$ cat src/shared/swesc_regs.vh
`ifndef SWESC_REGS_VH
`define SWESC_REGS_VH

// ROM level command codes
`define SWESC_CMD_READ_ROM   8'h33
`define SWESC_CMD_MATCH_ROM  8'h55
`define SWESC_CMD_SEARCH_ROM 8'hf0
`define SWESC_CMD_SKIP_ROM   8'hcc
`define SWESC_CMD_HS_SKIP    8'h3c
`define SWESC_CMD_HS_MATCH   8'h69

// Memory function command codes
`define SWESC_CMD_WRITE_SP   8'h0f
`define SWESC_CMD_READ_SP    8'haa
`define SWESC_CMD_COPY_SP    8'h55
`define SWESC_CMD_READ_MEM   8'hf0

// Ending offset/status field positions
`define SWESC_ES_COPY_BIT    7
`define SWESC_ES_ZERO_BIT    6
`define SWESC_ES_PART_BIT    5

// Reset values
`define SWESC_TA_RESET       8'h00
`define SWESC_END_RESET      5'h00
`define SWESC_PART_RESET     1'b1

// Polynomials, reflected for LSB-first shifting
`define SWESC_CRC8_POLY      8'h8c
`define SWESC_CRC16_POLY     16'ha001

// Data patterns and limits
`define SWESC_FILL_BYTE      8'hff
`define SWESC_ALT_BYTE       8'haa
`define SWESC_SP_LAST        5'h1f
`define SWESC_ID_LAST_BIT    6'h37

// Timing
`define SWESC_CLK_PERIOD_NS  10
`define SWESC_COPY_TIME_NS   5000000

`endif

$ cat src/rtl/swesc_crc8.v
`timescale 1ns/10ps
`include "swesc_regs.vh"
module swesc_crc8 (
	input  wire       mclk,
	input  wire       srst,
	input  wire       shift_en,
	input  wire       bit_in,
	output reg  [7:0] crc
);

	wire feedback;

	// Incoming bit mixed with the register's low bit
	assign feedback = bit_in ^ crc[0];

	// One shift per bit; starts cleared
	always @(posedge mclk) begin
		if (srst) begin
			crc <= 8'h00;
		end else if (shift_en) begin
			crc <= (crc >> 1) ^ (feedback ? `SWESC_CRC8_POLY : 8'h00);
		end
	end

endmodule

$ cat src/rtl/swesc_ctrl.v
`timescale 1ns/10ps
`include "swesc_regs.vh"
module swesc_ctrl #(
	parameter [7:0]  FAMILY_CODE = 8'h5a,            // Arbitrary value
	parameter [47:0] SERIAL_NUM  = 48'h0000_0000_0001, // Arbitrary value
	parameter        COPY_CYCLES =
		`SWESC_COPY_TIME_NS / `SWESC_CLK_PERIOD_NS
) (
	input  wire       mclk,
	input  wire       srst,
	input  wire       line_reset,
	input  wire       reset_regular,
	input  wire       power_lost,
	input  wire       slot_pulse,
	input  wire       slot_read,
	input  wire       slot_wbit,
	output wire       tx_bit,
	output wire       tx_busy,
	output reg        speed_select,
	output reg  [7:0] target_addr_low,
	output reg  [7:0] target_addr_high,
	output wire [7:0] ending_offset_status
);

	localparam [3:0] S_INIT   = 4'h0;
	localparam [3:0] S_ROM    = 4'h1;
	localparam [3:0] S_MATCH  = 4'h2;
	localparam [3:0] S_ROMTX  = 4'h3;
	localparam [3:0] S_MEMCMD = 4'h4;
	localparam [3:0] S_TA1    = 4'h5;
	localparam [3:0] S_TA2    = 4'h6;
	localparam [3:0] S_WDATA  = 4'h7;
	localparam [3:0] S_WCRC   = 4'h8;
	localparam [3:0] S_RDSP   = 4'h9;
	localparam [3:0] S_RDMEM  = 4'ha;
	localparam [3:0] S_AUTH   = 4'hb;
	localparam [3:0] S_COPY   = 4'hc;
	localparam [3:0] S_DONE   = 4'hd;
	localparam [3:0] S_HALT   = 4'he;

	reg  [3:0]  state;
	reg  [3:0]  idx;
	reg  [5:0]  init_cnt;
	reg  [5:0]  ptr;
	reg  [9:0]  maddr;
	reg  [15:0] crc16;
	reg         is_write;
	reg         auth_ok;
	reg  [4:0]  end_off;
	reg         partial_flag;
	reg         copy_accepted_flag;
	reg  [4:0]  cp_idx;
	reg         cp_run;
	reg  [31:0] cp_wait;
	reg  [7:0]  rx_sh;
	reg  [2:0]  rx_cnt;
	reg         rx_done;
	reg  [7:0]  fq [0:1];
	reg         fq_head;
	reg  [1:0]  fq_cnt;
	reg  [7:0]  ser_sh;
	reg  [3:0]  ser_left;
	reg         push_valid;
	reg  [7:0]  push_data;
	reg  [7:0]  auth_exp;
	reg  [7:0]  scratch [0:31];
	reg  [7:0]  mem [0:511];
	wire [7:0]  rom_crc;
	wire [55:0] id56;
	wire [63:0] rom_id;
	wire        fq_in_ready;
	wire        fq_out_valid;
	wire        push;
	wire        pop;

	// Identity: type code in the low byte, CRC on top
	assign id56   = {SERIAL_NUM, FAMILY_CODE};
	assign rom_id = {rom_crc, id56};

	// Status byte; bit 6 hard zero, no write path exists
	assign ending_offset_status = {copy_accepted_flag, 1'b0,
		partial_flag, end_off};

	// Identity CRC is worked out bit by bit after reset
	swesc_crc8 u_crc8 (
		.mclk     (mclk),
		.srst     (srst),
		.shift_en (state == S_INIT),
		.bit_in   (id56[init_cnt]),
		.crc      (rom_crc)
	);

	// Byte-wise CRC16 over command, address and data
	function [15:0] crc16_byte;
		input [15:0] c;
		input [7:0]  d;
		integer      i;
		reg   [15:0] r;
		begin
			r = c;
			for (i = 0; i < 8; i = i + 1) begin
				if (r[0] ^ d[i])
					r = (r >> 1) ^ `SWESC_CRC16_POLY;
				else
					r = r >> 1;
			end
			crc16_byte = r;
		end
	endfunction

	// Receiver: write slots shift in from the top, LSB first
	always @(posedge mclk) begin
		if (srst || line_reset) begin
			rx_sh   <= 8'h00;
			rx_cnt  <= 3'h0;
			rx_done <= 1'b0;
		end else begin
			rx_done <= 1'b0;
			if (slot_pulse && !slot_read) begin
				rx_sh   <= {slot_wbit, rx_sh[7:1]};
				rx_cnt  <= rx_cnt + 3'h1;
				rx_done <= (rx_cnt == 3'h7);
			end
		end
	end

	// Two-entry buffer between byte source and serializer
	assign fq_in_ready  = (fq_cnt != 2'h2);
	assign fq_out_valid = (fq_cnt != 2'h0);
	assign push         = push_valid && fq_in_ready;
	assign pop          = fq_out_valid && (ser_left == 4'h0);

	always @(posedge mclk) begin
		if (srst || line_reset) begin
			fq_head <= 1'b0;
			fq_cnt  <= 2'h0;
		end else begin
			if (push)
				fq[fq_head ^ fq_cnt[0]] <= push_data;
			fq_head <= fq_head ^ pop;
			fq_cnt  <= fq_cnt + {1'b0, push} - {1'b0, pop};
		end
	end

	// Serializer: idles at ones so an unloaded read slot reads 1
	always @(posedge mclk) begin
		if (srst || line_reset) begin
			ser_sh   <= 8'hff;
			ser_left <= 4'h0;
		end else if (pop) begin
			ser_sh   <= fq[fq_head];
			ser_left <= 4'h8;
		end else if (slot_pulse && slot_read && ser_left != 4'h0) begin
			ser_sh   <= {1'b1, ser_sh[7:1]};
			ser_left <= ser_left - 4'h1;
		end
	end

	assign tx_bit  = ser_sh[0];
	assign tx_busy = (ser_left != 4'h0);

	// Byte offered to the buffer in each sending state
	always @* begin
		push_valid = 1'b0;
		push_data  = `SWESC_FILL_BYTE;
		case (state)
			S_ROMTX: begin
				push_valid = 1'b1;
				push_data  = rom_id[{idx[2:0], 3'b000} +: 8];
			end
			S_WCRC: begin
				push_valid = 1'b1;
				push_data  = idx[0] ? ~crc16[15:8] : ~crc16[7:0];
			end
			S_RDSP: begin
				push_valid = 1'b1;
				if (idx == 4'h0)
					push_data = target_addr_low;
				else if (idx == 4'h1)
					push_data = target_addr_high;
				else if (idx == 4'h2)
					push_data = ending_offset_status;
				else if (!ptr[5])
					push_data = scratch[ptr[4:0]];
				else
					push_data = `SWESC_FILL_BYTE;
			end
			S_RDMEM: begin
				push_valid = 1'b1;
				if (!maddr[9])
					push_data = mem[maddr[8:0]];
			end
			S_DONE: begin
				push_valid = 1'b1;
				push_data  = `SWESC_ALT_BYTE;
			end
			default: begin
				push_valid = 1'b0;
			end
		endcase
	end

	// Expected authorization byte for the copy command
	always @* begin
		case (idx)
			4'h0:    auth_exp = target_addr_low;
			4'h1:    auth_exp = target_addr_high;
			default: auth_exp = ending_offset_status;
		endcase
	end

	// Command sequencer; the copy itself runs on below it so a
	// bus reset mid-copy does not leave a half-written page
	always @(posedge mclk) begin
		if (srst) begin
			state              <= S_INIT;
			idx                <= 4'h0;
			init_cnt           <= 6'h00;
			ptr                <= 6'h00;
			maddr              <= 10'h000;
			crc16              <= 16'h0000;
			is_write           <= 1'b0;
			auth_ok            <= 1'b0;
			target_addr_low    <= `SWESC_TA_RESET;
			target_addr_high   <= `SWESC_TA_RESET;
			end_off            <= `SWESC_END_RESET;
			partial_flag       <= `SWESC_PART_RESET;
			copy_accepted_flag <= 1'b0;
			speed_select       <= 1'b0;
			cp_idx             <= 5'h00;
			cp_run             <= 1'b0;
			cp_wait            <= 32'h0;
		end else begin
			if (line_reset && state != S_INIT) begin
				state <= S_ROM;
				idx   <= 4'h0;
				// A trailing fragment of a byte marks the write partial
				if (state == S_WDATA && rx_cnt != 3'h0)
					partial_flag <= 1'b1;
				if (reset_regular)
					speed_select <= 1'b0;
			end else begin
				case (state)
					S_INIT: begin
						init_cnt <= init_cnt + 6'h01;
						if (init_cnt == `SWESC_ID_LAST_BIT)
							state <= S_ROM;
					end
					S_ROM: if (rx_done) begin
						idx <= 4'h0;
						case (rx_sh)
							`SWESC_CMD_READ_ROM:  state <= S_ROMTX;
							`SWESC_CMD_MATCH_ROM: state <= S_MATCH;
							`SWESC_CMD_SKIP_ROM:  state <= S_MEMCMD;
							`SWESC_CMD_HS_SKIP: begin
								state        <= S_MEMCMD;
								speed_select <= 1'b1;
							end
							`SWESC_CMD_HS_MATCH: begin
								state        <= S_MATCH;
								speed_select <= 1'b1;
							end
							default: state <= S_HALT; // Search not served
						endcase
					end
					S_MATCH: if (rx_done) begin
						if (rx_sh != rom_id[{idx[2:0], 3'b000} +: 8])
							state <= S_HALT;
						else if (idx == 4'h7)
							state <= S_MEMCMD;
						else
							idx <= idx + 4'h1;
					end
					S_ROMTX: if (push) begin
						if (idx == 4'h7)
							state <= S_MEMCMD;
						else
							idx <= idx + 4'h1;
					end
					S_MEMCMD: if (rx_done) begin
						idx <= 4'h0;
						case (rx_sh)
							`SWESC_CMD_WRITE_SP: begin
								copy_accepted_flag <= 1'b0;
								crc16    <= crc16_byte(16'h0000, rx_sh);
								is_write <= 1'b1;
								state    <= S_TA1;
							end
							`SWESC_CMD_READ_MEM: begin
								is_write <= 1'b0;
								state    <= S_TA1;
							end
							`SWESC_CMD_READ_SP: begin
								ptr   <= {1'b0, target_addr_low[4:0]};
								state <= S_RDSP;
							end
							`SWESC_CMD_COPY_SP: begin
								auth_ok <= 1'b1;
								state   <= S_AUTH;
							end
							default: state <= S_HALT;
						endcase
					end
					S_TA1: if (rx_done) begin
						target_addr_low <= rx_sh;
						crc16 <= crc16_byte(crc16, rx_sh);
						state <= S_TA2;
					end
					S_TA2: if (rx_done) begin
						// Only bit 8 of the address survives
						target_addr_high <= {7'h00, rx_sh[0]};
						crc16 <= crc16_byte(crc16, rx_sh);
						if (is_write) begin
							ptr   <= {1'b0, target_addr_low[4:0]};
							state <= S_WDATA;
						end else begin
							maddr <= {1'b0, rx_sh[0], target_addr_low};
							state <= S_RDMEM;
						end
					end
					S_WDATA: if (rx_done) begin
						scratch[ptr[4:0]] <= rx_sh;
						end_off      <= ptr[4:0];
						partial_flag <= 1'b0;
						crc16        <= crc16_byte(crc16, rx_sh);
						ptr          <= ptr + 6'h01;
						// Last offset filled: further bytes are not kept
						if (ptr[4:0] == `SWESC_SP_LAST)
							state <= S_WCRC;
					end
					S_WCRC: if (push) begin
						if (idx == 4'h1)
							state <= S_HALT;
						else
							idx <= idx + 4'h1;
					end
					S_RDSP: if (push) begin
						if (idx < 4'h3)
							idx <= idx + 4'h1;
						else if (!ptr[5])
							ptr <= ptr + 6'h01;
					end
					S_RDMEM: if (push && !maddr[9])
						maddr <= maddr + 10'h001;
					S_AUTH: if (rx_done) begin
						if (rx_sh != auth_exp)
							auth_ok <= 1'b0;
						idx <= idx + 4'h1;
						if (idx == 4'h2) begin
							if (auth_ok && rx_sh == auth_exp && !partial_flag) begin
								copy_accepted_flag <= 1'b1;
								cp_idx  <= target_addr_low[4:0];
								cp_run  <= 1'b1;
								cp_wait <= 32'h0;
								state   <= S_COPY;
							end else begin
								state <= S_HALT;
							end
						end
					end
					S_COPY: begin
						// Bus stays quiet for the whole programming time
						cp_wait <= cp_wait + 32'h1;
						if (cp_wait == COPY_CYCLES - 1)
							state <= S_DONE;
					end
					S_DONE: state <= S_DONE;
					S_HALT: state <= S_HALT;
					default: state <= S_HALT;
				endcase
			end
			// Page copy, one byte a cycle, start offset to end offset
			if (cp_run) begin
				mem[{target_addr_high[0], target_addr_low[7:5], cp_idx}]
					<= scratch[cp_idx];
				if (cp_idx == end_off)
					cp_run <= 1'b0;
				else
					cp_idx <= cp_idx + 5'h01;
			end
			// Power loss outranks a same-cycle clear
			if (power_lost)
				partial_flag <= 1'b1;
		end
	end

endmodule

$ cat config.mk
export PLATFORM = sky130hd
export DESIGN_NAME = swesc_ctrl
export DESIGN_NICKNAME = d
export VERILOG_FILES = /design/src/rtl/swesc_crc8.v /design/src/rtl/swesc_ctrl.v
export VERILOG_INCLUDE_DIRS = /design/src /design/src/shared
export SDC_FILE = /design/constraint.sdc
export NUM_CORES = 2
export LEC_CHECK = 0
export BUFFER_PORTS_ARGS = -buffer_cell sky130_fd_sc_hd__buf_2
export CELL_PAD_IN_SITES_DETAIL_PLACEMENT = 1
export CELL_PAD_IN_SITES_GLOBAL_PLACEMENT = 2
export CORE_ASPECT_RATIO = 0.7
export CORE_UTILIZATION = 50
export CTS_CLUSTER_SIZE = 24
export DETAILED_ROUTE_END_ITERATION = 8
export PLACE_DENSITY = 0.77
export SKIP_CTS_REPAIR_TIMING = 1
export SYNTH_ARGS = -nofsm -noshare
export SYNTH_HDL_FRONTEND = slang
export SYNTH_MEMORY_MAX_BITS = 65536
export SYNTH_SLANG_ARGS = --single-unit
$ cat constraint.sdc
create_clock -name mclk -period 7.6 [get_ports mclk]
set_input_delay 0.38 -clock mclk [delete_from_list [all_inputs] [get_ports mclk]]
set_output_delay 0.38 -clock mclk [all_outputs]
set_load 0.01 [all_outputs]
==> reports/metrics.csv <==
stage;metric;value;unit
placement;Placed Cells;13938;
floorplanning;die height;504.4;um
global_routing;wire length of the first global-routing pass;783.3;mm
critical_path;highest cell delay on the worst timing path;1210;ps
clocking;insertion delay of the later-clocked pin in the worst-skew pair;990;ps
critical_path;Max FO, Critical Path;93;
global_routing;largest net degree at the start of global routing;209;
timing;part of the cycle the worst path needs;76.08;%
drt;number of DRC violations after detailed-routing iteration 0;14728;
timing;Tightest Pin Transition;1497;ps
timing;skew final;61.98;ps
hold_path;type of the most critical hold path;input port to register;
clocking;number of buffers created by CTS;424;
logic_synthesis;fraction of synthesized cell area in xor and xnor cells;0.2915;%
critical_path;list of cells traversed by the critical path;buf_12 -> mux4_2 -> a22o_1 -> a221oi_1 -> o22ai_1 -> nor4_1 -> nor4_1 -> o21ai_0 -> o211ai_1;
logic_synthesis;main combinational cell family by area after synthesis;multiplexers;
pwr;leakage dissipation;0.05914;uW
layout;area overhead of the layout relative to synthesis;11.00;%
clocking;CTS Sinks;4521;
flow_run;max_cap viols;2;
drt;routed wire length;561.7;mm
critical_path;Setup crit end kind;register;
logic_synthesis;number of synthesized flops with an enable pin;4368;
timing;total of endpoints with negative setup slack in the final report;0;
global_routing;global-route total usage across every layer;30.50;%
floorplanning;die extent in x;719.7;um
critical_path;family with the most delay on the worst path;compound AO/OA/AOI/OAI gates;
clocking;CTS HTree Levels;5;
floorplanning;standard cell core area;358900;um2
clocking;maximum root-to-sink buffer count;4;
timing;worst relative slew slack;-0.7302;%
timing;worst hold slack after final layout;-6.373;ps
drt;antenna-violating nets left;0;
logic_synthesis;number of warnings issued by yosys;0;
critical_path;required time at the endpoint of the critical path;8230;ps
timing;post-route minimum period;5782;ps
logic_synthesis;proportion of synthesized chip area in sequential cells;74.46;%
floorplanning;top-level I/O count;35;
drt;routed vias/inst;6.775;
clocking;clock tree root buffer cell;sky130_fd_sc_hd__clkbuf_16;
logic_synthesis;main flop type after synthesis;sky130_fd_sc_hd__edfxtp_1;
clocking;register clock-pin slew on the reported worst setup and hold paths;70;ps
layout;nets;9675;
timing;Fin. Hold Viols;1;
critical_path;Buffers & Inverters on Critical Path;1;
layout;layout cells sized above 1;19.23;%
critical_path;crit start category;register;
drt;detailed-route wire length per cell;38.10;um
outcome;failing checks;hold timing, capacitance limit, slew limit;
logic_synthesis;fraction of the mapped netlist area in compound gates;4.760;%
logic_synthesis;multiplexer share of the synthesized area;14.79;%
floorplanning;cell row count;184;
floorplanning;initial core utilization;50.23;%
logic_synthesis;count of cell types in the netlist;81;
critical_path;type of the setup path with the least slack;register to register;
timing;number of pins exceeding their max-slew limit in the final report;1;
pwr;Power per Cell Area;249.4;nW/um2
critical_path;Arr. time, crit path;6420;ps
clocking;TritonCTS clock tree;yes;
timing;top achievable clock speed;172.9;MHz
critical_path;CP max-delay cell;sky130_fd_sc_hd__nor4_1;
drt;DRC violation count after routing;0;
logic_synthesis;Simple-Gate Fraction of Synth Area;3.631;%
critical_path;dominant cell type by count on the critical path;sky130_fd_sc_hd__nor4_1;
logic_synthesis;average cell area after synthesis;18.90;um2
floorplanning;total die area;363000;um2
logic_synthesis;Synth async-reset ratio;0;%
logic_synthesis;number of flip-flops and latches in the synthesized netlist;4521;
placement;number of input and output port buffers inserted;26;
pwr;Max VDD drop;0.2441;mV
logic_synthesis;Synth Area in Adders;0.2776;%
global_routing;vias in the first global route;98840;
timing;unrepaired setup endpoints after global routing;no;
timing;Total Negative Setup Slacks;0;ps
global_routing;initial antenna violation count;43;
placement;global placer's final weighted congestion;0.9066;
logic_synthesis;number of cells produced by synthesis;9537;
drt;DRT Pass-1 Iters;5;
global_routing;Congestion Overflow GR;0;
placement;post-detailed-placement half-perimeter wirelength;347.8;mm
drt;routed via count;99873;
layout;final non-filler cell total;14742;
logic_synthesis;cell area after synthesis;180300;um2
outcome;status;finished with violations;
-- final timing paths --
kind	from	to	slack, ps	cells past startpoint
worst min-delay path	slot_pulse	rx_cnt[1]	-6	4
worst min register to register	u_crc8.crc[1]	u_crc8.crc[0]	470	2
worst max register to register	register	fq[0][3]	1820	9
worst max-delay path	register	fq[0][3]	1820	9
-- metal layers --
metal	wire length [um]	GRT usage [%]
met1	234100	46.76
met2	239900	42.87
met3	68780	8.528
met4	18910	8.931
met5	89	0
-- cell families after synthesis --
kind of cell	after synthesis
DFF	4521
muxes	1530
and+or+nand+nor	1462
AOI/OAI and AO/OA	1252
buffers and inverters	671
xor gates and xnor gates	60
adders and majority gates	40
other	1
-- worst min-delay path, delay by kind of cell --
| kind | cells | cell delay (ps) |
|---|---|---|
| AO/OA/AOI/OAI | 1 | 60 |
| buffers and inverters | 1 | 100 |
| AND/OR/NAND/NOR | 2 | 380 |
-- metrics by stage --
stage	hold slack, ps	util, %	cell area, um2	power [uW]	setup WS, ps
final	-6.373	55.75	200100	49900	1818
after global routing	14.31	55.74	200100	50880	1893
after CTS	-384.9	55.72	200000	50010	1983
after global placement	453.7	51.84	186100	28860	1911
after floorplan	444.8	-	180300	28390	1323
after detailed placement	468.8	51.90	186300	28890	1983
-- cell usage after synthesis (all sizes together) (131+ instances only) --
master | number | area (um2)
clkbuf | 323 | 1212
dfxtp | 153 | 3063
o22ai | 131 | 819.5
mux2i | 608 | 6086
a21oi | 337 | 1687
buf | 304 | 1852
nor2 | 707 | 2654
nand2 | 286 | 1074
a22oi | 139 | 1044
mux4 | 905 | 20380
edfxtp | 4368 | 131200
o221ai | 233 | 2041
-- cell type report --
cell class | count | area, um2
inverters | 44 | 175.2
flip-flops and latches | 4521 | 134300
diodes | 16 | 40.04
repair buffers | 284 | 2551
fillers | 31109 | 158800
multi-input cells | 4352 | 43410
clock buffers | 525 | 11310
well taps | 4743 | 5934
clock inverters | 257 | 2416
-- power breakdown --
part	internal [uW]	switching, uW
clock	12000	9530
combinational	421	884
sequential	26900	153
total	39300	10600
-- placed cells by master (no fill, tap or decap), drive strengths merged, types with 48 or more instances in the layout --
cell	count
dfxtp	153
a22oi	139
mux2i	608
xnor2	48
nand3	83
clkbuf	525
buf	278
nor3	121
edfxtp	4368
mux4	905
o22ai	131
a21oi	337
o221ai	233
nor2	707
a211oi	79
clkinv	187
inv	54
o21ai	118
nand2	286
-- state kept, by name (all words and copies together) (netlist names), 10 cells and up, named ones only --
name     flops
crc16       16
fq          16
maddr       10
scratch    256
cp_wait     32
mem       4096
(Power assumes the default switching activity.)
